===== src/ppo_pkg.sv =====
// Purpose: shared constants and types of the port power / overcurrent block
// Assumes: 125 MHz core clock, 4 downstream ports
// Notes:   register offsets are byte addresses on the plain register port
package ppo_pkg;

   // ---------------------------------------------------------------
   // geometry and timing
   // ---------------------------------------------------------------
   localparam int PORTS = 4;
   localparam int CLK_PERIOD_NS = 8;
   localparam int FAULT_FILTER_NS = 1000;   // least time a fault level holds
   localparam int FAULT_FILTER_CYC =
      (FAULT_FILTER_NS + CLK_PERIOD_NS - 1) / CLK_PERIOD_NS;

   // ---------------------------------------------------------------
   // register map
   // ---------------------------------------------------------------
   localparam logic [3:0] ADDR_CTRL = 4'h0;
   localparam logic [3:0] ADDR_STATUS = 4'h4;
   localparam logic [3:0] ADDR_EVENT = 4'h8;
   localparam logic [3:0] ADDR_MASK = 4'hc;

   // control register fields
   localparam int CTRL_CFG_VALID = 0;       // stored mode overrides strap
   localparam int CTRL_CFG_GANGED = 1;
   localparam int CTRL_POL_OVERRIDE = 2;    // stored polarity overrides strap
   localparam int CTRL_POL_HIGH = 3;
   localparam int CTRL_SWAP_EN = 4;
   localparam int CTRL_REQ_LSB = 8;         // per-port power request, 4 bits
   localparam logic [31:0] CTRL_RESET = 32'h0000_0000;

   // status register fields
   localparam int STAT_FAULT_LSB = 0;
   localparam int STAT_ON_LSB = 4;
   localparam int STAT_GANGED = 8;
   localparam int STAT_VBUS = 9;
   localparam int STAT_LOW_POWER = 10;
   localparam int STAT_SWAPPED = 11;
   localparam int STAT_CONN_LSB = 12;
   localparam int STAT_POL_HIGH = 14;

   // event / mask registers: bits 3:0 fault change, bit 4 vbus change
   localparam int EVT_WIDTH = 5;
   localparam int EVT_VBUS = 4;
   localparam logic [EVT_WIDTH-1:0] MASK_RESET = 5'h00;

   // ---------------------------------------------------------------
   // types
   // ---------------------------------------------------------------
   typedef struct packed {
      logic [3:0] powerReq;
      logic swapEnable;
      logic polHigh;
      logic polOverride;
      logic cfgGanged;
      logic cfgValid;
   } ppo_cfg_t;

   typedef enum logic [1:0] {
      PORT_OFF = 2'b00,
      PORT_ON = 2'b01,
      PORT_TRIPPED = 2'b10
   } ppo_port_state_t;

endpackage


===== src/ppo_port_ctrl.sv =====
// Purpose: one downstream port: fault filter and power state
// Assumes: fault input synchronous to clk, low means overcurrent
// Notes:   a trip holds power off until the request is withdrawn
`timescale 1ns/1ns
module ppo_port_ctrl
   import ppo_pkg::*;
#(
   parameter int FILTER_CYC = FAULT_FILTER_CYC
) (
   // clock and reset
   input wire logic clk,
   input wire logic rst_n,
   // port control
   input wire logic fault_n,
   input wire logic powerReq,
   input wire logic lowPower,
   // port state
   output logic powerOn,
   output logic faultLed,
   output logic faultLevel,
   output logic faultChange
);

   // ---------------------------------------------------------------
   // fault filter
   // ---------------------------------------------------------------
   logic [7:0] filtCnt;
   ppo_port_state_t state;
   ppo_port_state_t next_state;

   // level must stand FILTER_CYC cycles, so switch-start glitches pass by
   always_ff @(posedge clk) begin
      if (!rst_n) begin
         filtCnt <= 8'h00;
         faultLevel <= 1'b0;
      end else if ((!fault_n) == faultLevel) begin
         filtCnt <= 8'h00;
      end else if (filtCnt == 8'(FILTER_CYC - 1)) begin
         filtCnt <= 8'h00;
         faultLevel <= !fault_n;
      end else begin
         filtCnt <= filtCnt + 8'h01;
      end
   end

   // one-cycle pulse on each filtered change, reported to the host
   always_ff @(posedge clk) begin
      if (!rst_n) begin
         faultChange <= 1'b0;
      end else begin
         faultChange <= (filtCnt == 8'(FILTER_CYC - 1))
            && ((!fault_n) != faultLevel);
      end
   end

   // ---------------------------------------------------------------
   // power state
   // ---------------------------------------------------------------
   always_comb begin
      next_state = state;
      case (state)
         PORT_OFF: begin
            if (powerReq && !lowPower && !faultLevel) begin
               next_state = PORT_ON;
            end
         end
         PORT_ON: begin
            if (faultLevel) begin
               next_state = PORT_TRIPPED;
            end else if (!powerReq || lowPower) begin
               next_state = PORT_OFF;
            end
         end
         PORT_TRIPPED: begin
            if (!powerReq) begin
               next_state = PORT_OFF;
            end
         end
         default: begin
            next_state = PORT_OFF;
         end
      endcase
   end

   always_ff @(posedge clk) begin
      if (!rst_n) begin
         state <= PORT_OFF;
      end else begin
         state <= next_state;
      end
   end

   assign powerOn = (state == PORT_ON);
   assign faultLed = (state == PORT_TRIPPED) || faultLevel;

   // a trip shuts the port within one edge
   property p_trip_off;
      @(posedge clk) disable iff (!rst_n)
      (state == PORT_ON) && faultLevel |=> !powerOn && faultLed;
   endproperty
   a_trip_off: assert property (p_trip_off)
      else $error("port stayed powered after a fault");

endmodule // ppo_port_ctrl


===== src/ppo_power_ctrl.sv =====
// Purpose: downstream port power control and overcurrent detection
// Assumes: all pins synchronous to clk; pad pull-ups live in the pad ring
// Notes:   straps are caught while rst_n is low, one capture per cycle
//
// How it works
// - a low level on a port fault input means overcurrent on that port.
// - the ganging strap is caught during reset, high or open means ganged.
// - a low chip enable puts the block in low power with all ports off.
// - with swapping enabled, a low swap input exchanges upstream and port 1.
// - reset is active low, so a pulled-up open input keeps the block running.
// - each of the four ports has a fault lamp lit while the port is abnormal.
// - lamps 3 and 4 are read as the connector mode strap during reset.
// - ganged mode uses the port 1 fault input for all ports.
// - ganged mode drives only the port 1 enable, switching all ports.
// - enable polarity comes from a strap or from stored configuration.
// - fault inputs have weak pull-ups, so an open input reads no fault.
// - a divided upstream supply level shows whether bus power is present.
// - by default an enable is driven low to power the port.
//
// The register offsets and the plain strobed port were chosen for this implementation.
`timescale 1ns/1ns
module ppo_power_ctrl
   import ppo_pkg::*;
#(
   parameter int FILTER_CYC = FAULT_FILTER_CYC
) (
   // clock and reset
   input wire logic clk,
   input wire logic rst_n,
   // register port
   input wire logic [3:0] regAddr,
   input wire logic [31:0] regWdata,
   input wire logic regWrite,
   input wire logic regRead,
   output logic [31:0] regRdata,
   output logic irq,
   // fault inputs from the power switches
   input wire logic port1_fault_n,
   input wire logic port2_fault_n,
   input wire logic port3_fault_n,
   input wire logic port4_fault_n,
   // power enables to the power switches
   output logic port1_power_on_n,
   output logic port2_power_on_n,
   output logic port3_power_on_n,
   output logic port4_power_on_n,
   // fault lamps; 3 and 4 double as the connector mode strap
   output logic port1_fault_led,
   output logic port2_fault_led,
   output logic port3_fault_led,
   output logic port3_fault_led_oe,
   input wire logic conn_mode_strap0,
   output logic port4_fault_led,
   output logic port4_fault_led_oe,
   input wire logic conn_mode_strap1,
   // straps and system pins
   input wire logic ganged_mode_strap,
   input wire logic enable_polarity_strap,
   input wire logic upstream_power_sense,
   input wire logic chipEnable,
   input wire logic swapControl_n,
   // system state
   output logic lowPower,
   output logic portSwap,
   output logic [1:0] connMode
);

   // ---------------------------------------------------------------
   // declarations
   // ---------------------------------------------------------------
   ppo_cfg_t cfg;
   logic [EVT_WIDTH-1:0] event_q;
   logic [EVT_WIDTH-1:0] mask;
   logic [EVT_WIDTH-1:0] next_event;
   logic [EVT_WIDTH-1:0] evtSet;
   logic gangStrap;
   logic polStrap;
   logic ganged;
   logic polHigh;
   logic vbusPresent;
   logic vbusLast;
   logic [PORTS-1:0] faultPins_n;
   logic [PORTS-1:0] portOn;
   logic [PORTS-1:0] portLed;
   logic [PORTS-1:0] portFault;
   logic [PORTS-1:0] portChange;
   logic [PORTS-1:0] pinOn;
   logic [PORTS-1:0] pinLevel;
   logic [PORTS-1:0] ledQ;
   logic evtRead;

   // ---------------------------------------------------------------
   // straps
   // ---------------------------------------------------------------
   // caught on every edge while reset is low, last value held after release;
   // open pins read high through the pad pull-ups
   always_ff @(posedge clk) begin
      if (!rst_n) begin
         gangStrap <= ganged_mode_strap;
         polStrap <= enable_polarity_strap;
         connMode <= {conn_mode_strap1, conn_mode_strap0};
      end
   end

   // lamps 3 and 4 float during reset so the strap resistors can be read
   assign port3_fault_led_oe = rst_n;
   assign port4_fault_led_oe = rst_n;

   // stored configuration outranks the strap level
   assign ganged = cfg.cfgValid ? cfg.cfgGanged : gangStrap;
   // strap low selects the default, low-true enables
   assign polHigh = cfg.polOverride ? cfg.polHigh : polStrap;

   // ---------------------------------------------------------------
   // system pins
   // ---------------------------------------------------------------
   always_ff @(posedge clk) begin
      if (!rst_n) begin
         lowPower <= 1'b1;
         portSwap <= 1'b0;
         vbusPresent <= 1'b0;
         vbusLast <= 1'b0;
      end else begin
         lowPower <= !chipEnable;
         portSwap <= cfg.swapEnable && !swapControl_n;
         vbusPresent <= upstream_power_sense;
         vbusLast <= vbusPresent;
      end
   end

   // ---------------------------------------------------------------
   // per-port control
   // ---------------------------------------------------------------
   // open fault inputs read high through weak pull-ups: no fault
   assign faultPins_n = {port4_fault_n, port3_fault_n,
                         port2_fault_n, port1_fault_n};

   generate
      for (genvar i = 0; i < PORTS; i++) begin : g_port
         // ganged: one shared input and one request cover every port
         ppo_port_ctrl #(
            .FILTER_CYC(FILTER_CYC)
         ) u_port (
            .clk(clk),
            .rst_n(rst_n),
            .fault_n(ganged ? faultPins_n[0] : faultPins_n[i]),
            .powerReq(ganged ? cfg.powerReq[0] : cfg.powerReq[i]),
            .lowPower(lowPower),
            .powerOn(portOn[i]),
            .faultLed(portLed[i]),
            .faultLevel(portFault[i]),
            .faultChange(portChange[i])
         );
         // ganged mode leaves enables 2..4 idle; port 1 switches all
         assign pinOn[i] = (ganged && i != 0) ? 1'b0 : portOn[i];
         // only the shared port reports in ganged mode
         assign evtSet[i] = portChange[i] && (!ganged || i == 0);
      end
   endgenerate
   assign evtSet[EVT_VBUS] = vbusPresent != vbusLast;

   // enables and lamps from flops; default drives low to switch power on
   always_ff @(posedge clk) begin
      if (!rst_n) begin
         pinLevel <= 4'hf;
         ledQ <= 4'h0;
      end else begin
         pinLevel <= polHigh ? pinOn : ~pinOn;
         ledQ <= portLed;
      end
   end

   assign port1_power_on_n = pinLevel[0];
   assign port2_power_on_n = pinLevel[1];
   assign port3_power_on_n = pinLevel[2];
   assign port4_power_on_n = pinLevel[3];
   assign port1_fault_led = ledQ[0];
   assign port2_fault_led = ledQ[1];
   assign port3_fault_led = ledQ[2];
   assign port4_fault_led = ledQ[3];

   // ---------------------------------------------------------------
   // registers
   // ---------------------------------------------------------------
   // configuration and mask writes
   always_ff @(posedge clk) begin
      if (!rst_n) begin
         cfg <= ppo_cfg_t'(CTRL_RESET[8:0]);
         mask <= MASK_RESET;
      end else if (regWrite && regAddr == ADDR_CTRL) begin
         cfg.cfgValid <= regWdata[CTRL_CFG_VALID];
         cfg.cfgGanged <= regWdata[CTRL_CFG_GANGED];
         cfg.polOverride <= regWdata[CTRL_POL_OVERRIDE];
         cfg.polHigh <= regWdata[CTRL_POL_HIGH];
         cfg.swapEnable <= regWdata[CTRL_SWAP_EN];
         cfg.powerReq <= regWdata[CTRL_REQ_LSB +: 4];
      end else if (regWrite && regAddr == ADDR_MASK) begin
         mask <= regWdata[EVT_WIDTH-1:0];
      end
   end

   // sticky events: a read clears them, a new event in that cycle survives
   assign evtRead = regRead && regAddr == ADDR_EVENT;
   assign next_event = (evtRead ? '0 : event_q) | evtSet;

   always_ff @(posedge clk) begin
      if (!rst_n) begin
         event_q <= '0;
      end else begin
         event_q <= next_event;
      end
   end

   assign irq = |(event_q & mask);

   // read data for one cycle after the strobe, zero otherwise
   always_ff @(posedge clk) begin
      if (!rst_n) begin
         regRdata <= 32'h0000_0000;
      end else if (!regRead) begin
         regRdata <= 32'h0000_0000;
      end else begin
         case (regAddr)
            ADDR_CTRL: begin
               regRdata <= {20'h00000, cfg.powerReq, 3'h0, cfg.swapEnable,
                  cfg.polHigh, cfg.polOverride, cfg.cfgGanged,
                  cfg.cfgValid};
            end
            ADDR_STATUS: begin
               regRdata <= {17'h0, polHigh, connMode, portSwap,
                  lowPower, vbusPresent, ganged, pinOn, portFault};
            end
            ADDR_EVENT: begin
               regRdata <= {27'h0, event_q};
            end
            ADDR_MASK: begin
               regRdata <= {27'h0, mask};
            end
            default: begin
               regRdata <= 32'h0000_0000;
            end
         endcase
      end
   end

   // ---------------------------------------------------------------
   // checks
   // ---------------------------------------------------------------
   property p_low_power_off;
      @(posedge clk) disable iff (!rst_n)
      !chipEnable [*3] |-> lowPower && portOn == 4'h0;
   endproperty
   a_low_power_off: assert property (p_low_power_off)
      else $error("port powered while chip disabled");

   property p_gang_idle;
      @(posedge clk) disable iff (!rst_n)
      $past(rst_n) && ganged && $past(ganged) |->
         pinLevel[3:1] == {3{$past(!polHigh)}};
   endproperty
   a_gang_idle: assert property (p_gang_idle)
      else $error("secondary enable driven in ganged mode");

   property p_polarity;
      @(posedge clk) disable iff (!rst_n)
      $past(rst_n) |-> pinLevel[0] == ($past(pinOn[0]) ~^ $past(polHigh));
   endproperty
   a_polarity: assert property (p_polarity)
      else $error("port 1 enable level wrong for polarity");

   property p_default_low;
      @(posedge clk) disable iff (!rst_n)
      !cfg.polOverride && !polStrap && portOn[1] && !ganged
         |=> !port2_power_on_n;
   endproperty
   a_default_low: assert property (p_default_low)
      else $error("default polarity did not drive low for power");

   property p_conn_strap;
      @(posedge clk) disable iff (!rst_n)
      $rose(rst_n) |-> connMode == $past({conn_mode_strap1,
         conn_mode_strap0}) && port3_fault_led_oe;
   endproperty
   a_conn_strap: assert property (p_conn_strap)
      else $error("connector mode strap not caught at reset");

   property p_swap;
      @(posedge clk) disable iff (!rst_n)
      cfg.swapEnable && !swapControl_n |=> portSwap;
   endproperty
   a_swap: assert property (p_swap)
      else $error("swap request not followed");

   property p_mode_pick;
      @(posedge clk) disable iff (!rst_n)
      cfg.cfgValid |-> ganged == cfg.cfgGanged;
   endproperty
   a_mode_pick: assert property (p_mode_pick)
      else $error("strap overrode stored mode");

   property p_vbus_event;
      @(posedge clk) disable iff (!rst_n)
      $changed(vbusPresent) |=> event_q[EVT_VBUS];
   endproperty
   a_vbus_event: assert property (p_vbus_event)
      else $error("upstream power change not reported");

   property p_shared_fault;
      @(posedge clk) disable iff (!rst_n)
      ganged && $past(ganged) && portFault[0] |-> portFault == 4'hf;
   endproperty
   a_shared_fault: assert property (p_shared_fault)
      else $error("shared fault not applied to all ports");

   property p_lamp;
      @(posedge clk) disable iff (!rst_n)
      portFault[2] |=> port3_fault_led;
   endproperty
   a_lamp: assert property (p_lamp)
      else $error("fault lamp dark during fault");

   property p_fault_active_low;
      @(posedge clk) disable iff (!rst_n)
      !$past(ganged) && $rose(portFault[1]) |-> $past(!port2_fault_n);
   endproperty
   a_fault_active_low: assert property (p_fault_active_low)
      else $error("port 2 fault level rose without a low input");

endmodule // ppo_power_ctrl


===== config.mk =====
export PLATFORM = sky130hd
export DESIGN_NAME = ppo_power_ctrl
export DESIGN_NICKNAME = d
export VERILOG_FILES = /design/src/ppo_pkg.sv /design/src/ppo_port_ctrl.sv /design/src/ppo_power_ctrl.sv
export SDC_FILE = /design/constraint.sdc
export NUM_CORES = 1
export LEC_CHECK = 0
export ABC_AREA = 1
export BUFFER_PORTS_ARGS = -buffer_cell sky130_fd_sc_hd__buf_4
export CAP_MARGIN = 25
export CELL_PAD_IN_SITES_DETAIL_PLACEMENT = 1
export CELL_PAD_IN_SITES_GLOBAL_PLACEMENT = 2
export CORE_AREA = 2 2 109 121
export CTS_BUF_LIST = sky130_fd_sc_hd__clkbuf_2
export DETAILED_ROUTE_END_ITERATION = 10
export DIE_AREA = 0 0 111 123
export PLACE_DENSITY = 0.92
export SLEW_MARGIN = 20
export SYNTH_ARGS = -nofsm -noshare
export SYNTH_HDL_FRONTEND = slang
export SYNTH_SLANG_ARGS = --single-unit

===== constraint.sdc =====
create_clock -name clk -period 2.5 [get_ports clk]
set_clock_uncertainty 0.05 [all_clocks]
set_input_delay 0.25 -clock clk [delete_from_list [all_inputs] [get_ports clk]]
set_output_delay 0.25 -clock clk [all_outputs]
set_load 0.01 [all_outputs]

Word level (Yosys, flattened, before mapping)
Index checks and enable logic that the tools add are counted.
Operators by class
  $add $sub $neg: 4
  multipliers: 0
  div/mod/pow operators: 0
  order comparisons: 0
  equality and inequality tests: 36
  shift-type cells: 0
  mux-type cells: 34
  bitwise gates (word level): 9
  reductions and logical operators: 63
Operators with widths (count)
  $pmux 15 s4: 1
  $add 8x1->8 const B: 4
  $eq 8x7->1 const B: 4
  $mux 2: 16
  $pmux 2 s3: 4
  $logic_and 1x1->1: 19
  $logic_not 1->1: 16
  $ne 3x3->1 const B: 4
  $reduce_and 2->1: 6
  $reduce_and 3->1: 4
  $reduce_or 3->1: 4
  $mux 1: 11
  $eq 2x1->1 const B: 4
  $eq 2x2->1 const B: 4
  $eq 4x4->1 const B: 2
  $logic_not 2->1: 4
  $logic_or 1x1->1: 8
  $ne 2x1->1 const B: 4
  $ne 2x2->1 const B: 4
  $not 1->1: 6
  $and 5x5->5: 1
  $mux 5: 1
  $ne 1x1->1: 5
  $or 5x5->5: 1
  other kinds (6): 9
Storage, ports and cells
  bits in registers: 115
  latch bits: 0
  memory bits (writable): 0
  ROM bits: 0
  bits of input ports: 51
  output and inout bits: 47
  word-level logic and storage cells: 180
  memories: 0

Longest topological paths before layout
  depth in word-level cells: 7
  mapped depth: 7
  gate-level depth less buffers: 7

Cells and area by module
From an unflattened synthesis, not the netlist that was laid out.
Second synthesis, totals
  cell total of the unflattened synthesis: 562
  area, all modules: 4423.0 um^2
By module, submodules not included
  ppo_port_ctrl: instances 4, cells an instance 71, area each 560.5 um^2, seq. area each 240.2 um^2
  ppo_power_ctrl: instances 1, cells an instance 278, area each 2180.8 um^2, seq. area each 1041.0 um^2

Worst setup path before layout
No wires, ideal clock.
  path kind: flip-flop to flip-flop
  from: register g_port[1].u_port.filtCnt[0]
  to: register g_port[1].u_port.filtCnt[0]
  library setup time: 0.066 ns
  arrival: 1.060 ns
  data required time: 2.384 ns
  setup slack: 1.324 ns
  stages on the path, launching flop included: 8
  buffers on the path: 0
  period minus slack after synthesis: 1.176 ns
  path through: dfxtp_1 -> inv_1 -> ha_1 -> inv_1 -> nor2_1 -> a21oi_1 -> nand3_2 -> nor2_1
On the way
  word-level cells in the longest chain between the ends: 2
  elaborated cells on any way between the ends: 3
  classes of those cells: add/sub (1); eq/ne (1); reduce/logical (1)
RTL lines
  from (decl): line ppo_port_ctrl.sv:27  | logic [7:0] filtCnt;
  from (signal assigned): line ppo_port_ctrl.sv:42  | filtCnt <= filtCnt + 8'h01;
  parallel branches: the longest is 2 deep, another holds $add 8x1->8
Several ways; the timed one is not identified.
A chain may end at the register's enable or synchronous reset.

Worst setup path after layout
  from: register mask[4]
  to: output irq
On the way
  word-level cells in the longest chain between the ends: 2
RTL lines
  from (decl): line ppo_power_ctrl.sv:73  | logic [EVT_WIDTH-1:0] mask;
  from (signal assigned): line ppo_power_ctrl.sv:198  | mask <= regWdata[EVT_WIDTH-1:0];
  $and 5x5->5: line ppo_power_ctrl.sv:214  | assign irq = |(event_q & mask);
  $reduce_or 5->1: line ppo_power_ctrl.sv:214
  to (decl): line ppo_power_ctrl.sv:36  | output logic irq,
Every way passes these cells.

==> out/metrics.csv <==
stage,metric,value,unit
placed_design,post-place setup slack,924,ps
floorplan,row count,43,
synthesis,synth top area cells,"dfxtp_1 46%, nor2_1 9.3%, nand2_1 8.4%",
grt,GR peak layer,met2,
synthesis,Synth top area share,45.5,%
cts,maximum root-to-sink buffer count,2,
grt,vias in the first global route,3630,
power,Power per Cell Area,512,nW/um^2
floorplan,Core Area,12400,sq um
sta,final setup vio count,0,
sta,final period utilization,75.6,%
power,Clk pwr share,26.8,%
worst_setup_path,Setup crit end kind,output port,
grt,grt total ovfl,0,
power,Int Power,0.00183,W
floorplan,Die Wd,111,microns
synthesis,cell count after synthesis,531,
finish,Antenna Cells,0,
synthesis,sequential-to-total area share from yosys stat,48.4,%
synthesis,"FF+latch count, synth",98,
min_path,worst hold path class,input pin to flip-flop,
cts,Root Buffer Master,clkbuf_2,
synthesis,Syn Std Cell Area,4130,sq um
sta,"Slew Viols, Final",0,
sta,Final Hold Fails,0,
grt,initial antenna violation count,0,
power,Leak Pwr,2.01,nW
cts,Worst-Skew Late Latency,580,ps
cts,CTS Buf Count,9,
synthesis,Synth cell types,28,
sta,RSZ-0062 raised after global routing,false,
grt,met3 Use GR,3.48,%
floorplan,Vert. Die Dim,123,microns
power,Comb power frac,9.3,%
sta,Least-Margin Pin Slew,678,ps
power,worst vdd ir,0.252,mV
worst_setup_path,kind of critical path,flip-flop to output port,
cts,post_cts resized,0,
power,sw frac,28.0,%
drt,DR vias/cell,4.65,
grt,largest net degree at the start of global routing,27,
drt,drt drc,0,
sta,setup_tns,0,ps
drt,Vias,3607,
sta,Final min period,1890,ps
power,total power draw,0.00254,W
worst_setup_path,arrival time at the worst endpoint,1590,ps
finish,layout cell share with drive strength beyond 1,15.3,%
finish,P&R area growth vs syn,20.2,%
worst_setup_path,CP max FO,2,
synthesis,Post-synth top cells,"102 x nor2_1, 94 x dfxtp_1, 93 x nand2_1, 54 x inv_1, 36 x nand3_1",
run_status,status,finished clean,
synthesis,YS warnings,0,
drt,Initial DRC Count,121,
floorplan,Die ar.,13700,sq um
grt,global-route wire length before repair,17100,microns
cts,TritonCTS clock tree,built,
drt,WL per Instance,13.5,microns
sta,Rel. slew slack,54.7,%
synthesis,Post-synth EDFFs,4,
finish,layout net count,673,
job,Max Cap Viol,0,
sta,fmax,0.529,GHz
synthesis,most used flip-flop cell after synthesis,dfxtp_1,
sta,WHS,50.7,ps
worst_setup_path,Crit path required time,2200,ps
cts,clock slew at reported path FFs,280,ps
finish,final core area utilization,40.0,%
power,Switch Pwr,0.000712,W
drt,router iterations before antenna repair,4,
placed_design,IO buf count,57,
grt,met2 usage,30.0,%
sta,final worst slack,611,ps
synthesis,async set-reset flop share out of synthesis,0,%
drt,Routed WL,10500,microns
placed_design,Final HPWL DP,7770,microns
synthesis,Yosys top cell by area,dfxtp_1,
floorplan,IO Count,98,
grt,M1 GR Usage,17.4,%
grt,Tot GR Track Use,15.7,%
cts,clk sink count,98,
worst_setup_path,Worst Setup Start Kind,flip-flop,
cts,H-tree level count,3,
power,sequential power share,63.9,%
drt,DRT antenna net count,0,
placed_design,routability cong.,0.805,
synthesis,"Avg Cell Area, Syn",7.79,sq um
floorplan,Initial Util,33.3,%
synthesis,most common cell in the netlist,nor2_1,
==> path summary, 6_finish.rpt <==
path	start	to	slack (ps)	depth (start not counted)
max reg2reg	g_port[3].u_port.filtCnt[0]	g_port[3].u_port.filtCnt[3]	1110	7
min	regAddr[2]	mask[1]	50	5
min reg2reg	g_port[3].u_port.faultChange	event_q[3]	400	2
max	mask[4]	irq	610	5
==> critical path, cell delays in order (launching register included) <==
cell and delay (ps):
dfxtp_1 400, inv_1 50, o21ai_0 230, a21oi_1 70
o211ai_1 100, buf_4 160
==> per-stage QoR <==
step / cell area, sq um / std cells
final: 4970 / 776
after global routing: 4970 / 776
after CTS: 4970 / 776
after detailed placement: 4670 / 739
after global placement: 4670 / 739
after floorplan: 4190 / 547
==> timing repair <==
action	in CTS	in global routing
setup buffers	0	0
hold endpoints to repair	28	0
hold buffers	21	0
==> power by group through the flow <==
stage / sequential, W / combinational (W) / clock [W]
CTS: 0.00163 / 0.000239 / 0.000712
finish: 0.00162 / 0.000237 / 0.000682
global placement: 0.00165 / 0.000208 / 0
detailed placement: 0.00165 / 0.000213 / 0
global route: 0.00163 / 0.000265 / 0.000777
floorplan: 0.00165 / 0.000137 / 0
==> final cells by class <==
type	instances	area [sq um]
well taps	157	196
clock buffers	9	45.0
clock inverters	7	46.3
multi-input cells	369	1820
repair buffers	80	653
fillers	1507	7460
flip-flops and latches	98	2000
inverters	56	210
==> cells by family after synthesis <==
group / Yosys count / share of synthesized area, %
other: 1 / 0.0907
XOR/XNOR: 19 / 4.03
buffers and inverters: 80 / 9.08
AND/OR/NAND/NOR: 261 / 27.9
AO/OA/AOI/OAI: 64 / 8.05
adder cells (fa/ha/maj): 8 / 2.42
flip-flops: 98 / 48.4
==> flip-flops by register name, indices dropped and copies added (netlist names), 2 cells and up <==
register,flops
regRdata,15
g_port.u_port.state,8
event_q,5
cfg,9
pinLevel,4
g_port.u_port.filtCnt,32
g_port.u_port.faultChange,4
ledQ,4
connMode,2
g_port.u_port.faultLevel,4
mask,5
==> routing by layer <==
layer,part of all wire [%],up-vias
li1,-,1819
met1,43,1699
met2,52,75
met3,4.0,14
met4,1.5,0
met5,0,-
==> cells in the final DEF (no fill, tap or decap), types with 3 or more instances in the layout <==
master         instances
a21oi_1               32
buf_4                 59
clkbuf_2               9
conb_1                17
dfxtp_1               94
dlygate4sd3_1         21
edfxtp_1               4
ha_1                   8
inv_1                 54
nand2_1               93
nand2_2                7
nand3_1               36
nand3_2                7
nand4_1                7
nor2_1               102
nor2_4                 4
nor3_1                 3
o21ai_0               25
xnor2_1                8
xor2_1                11
Power figures use the tool's default switching activity.
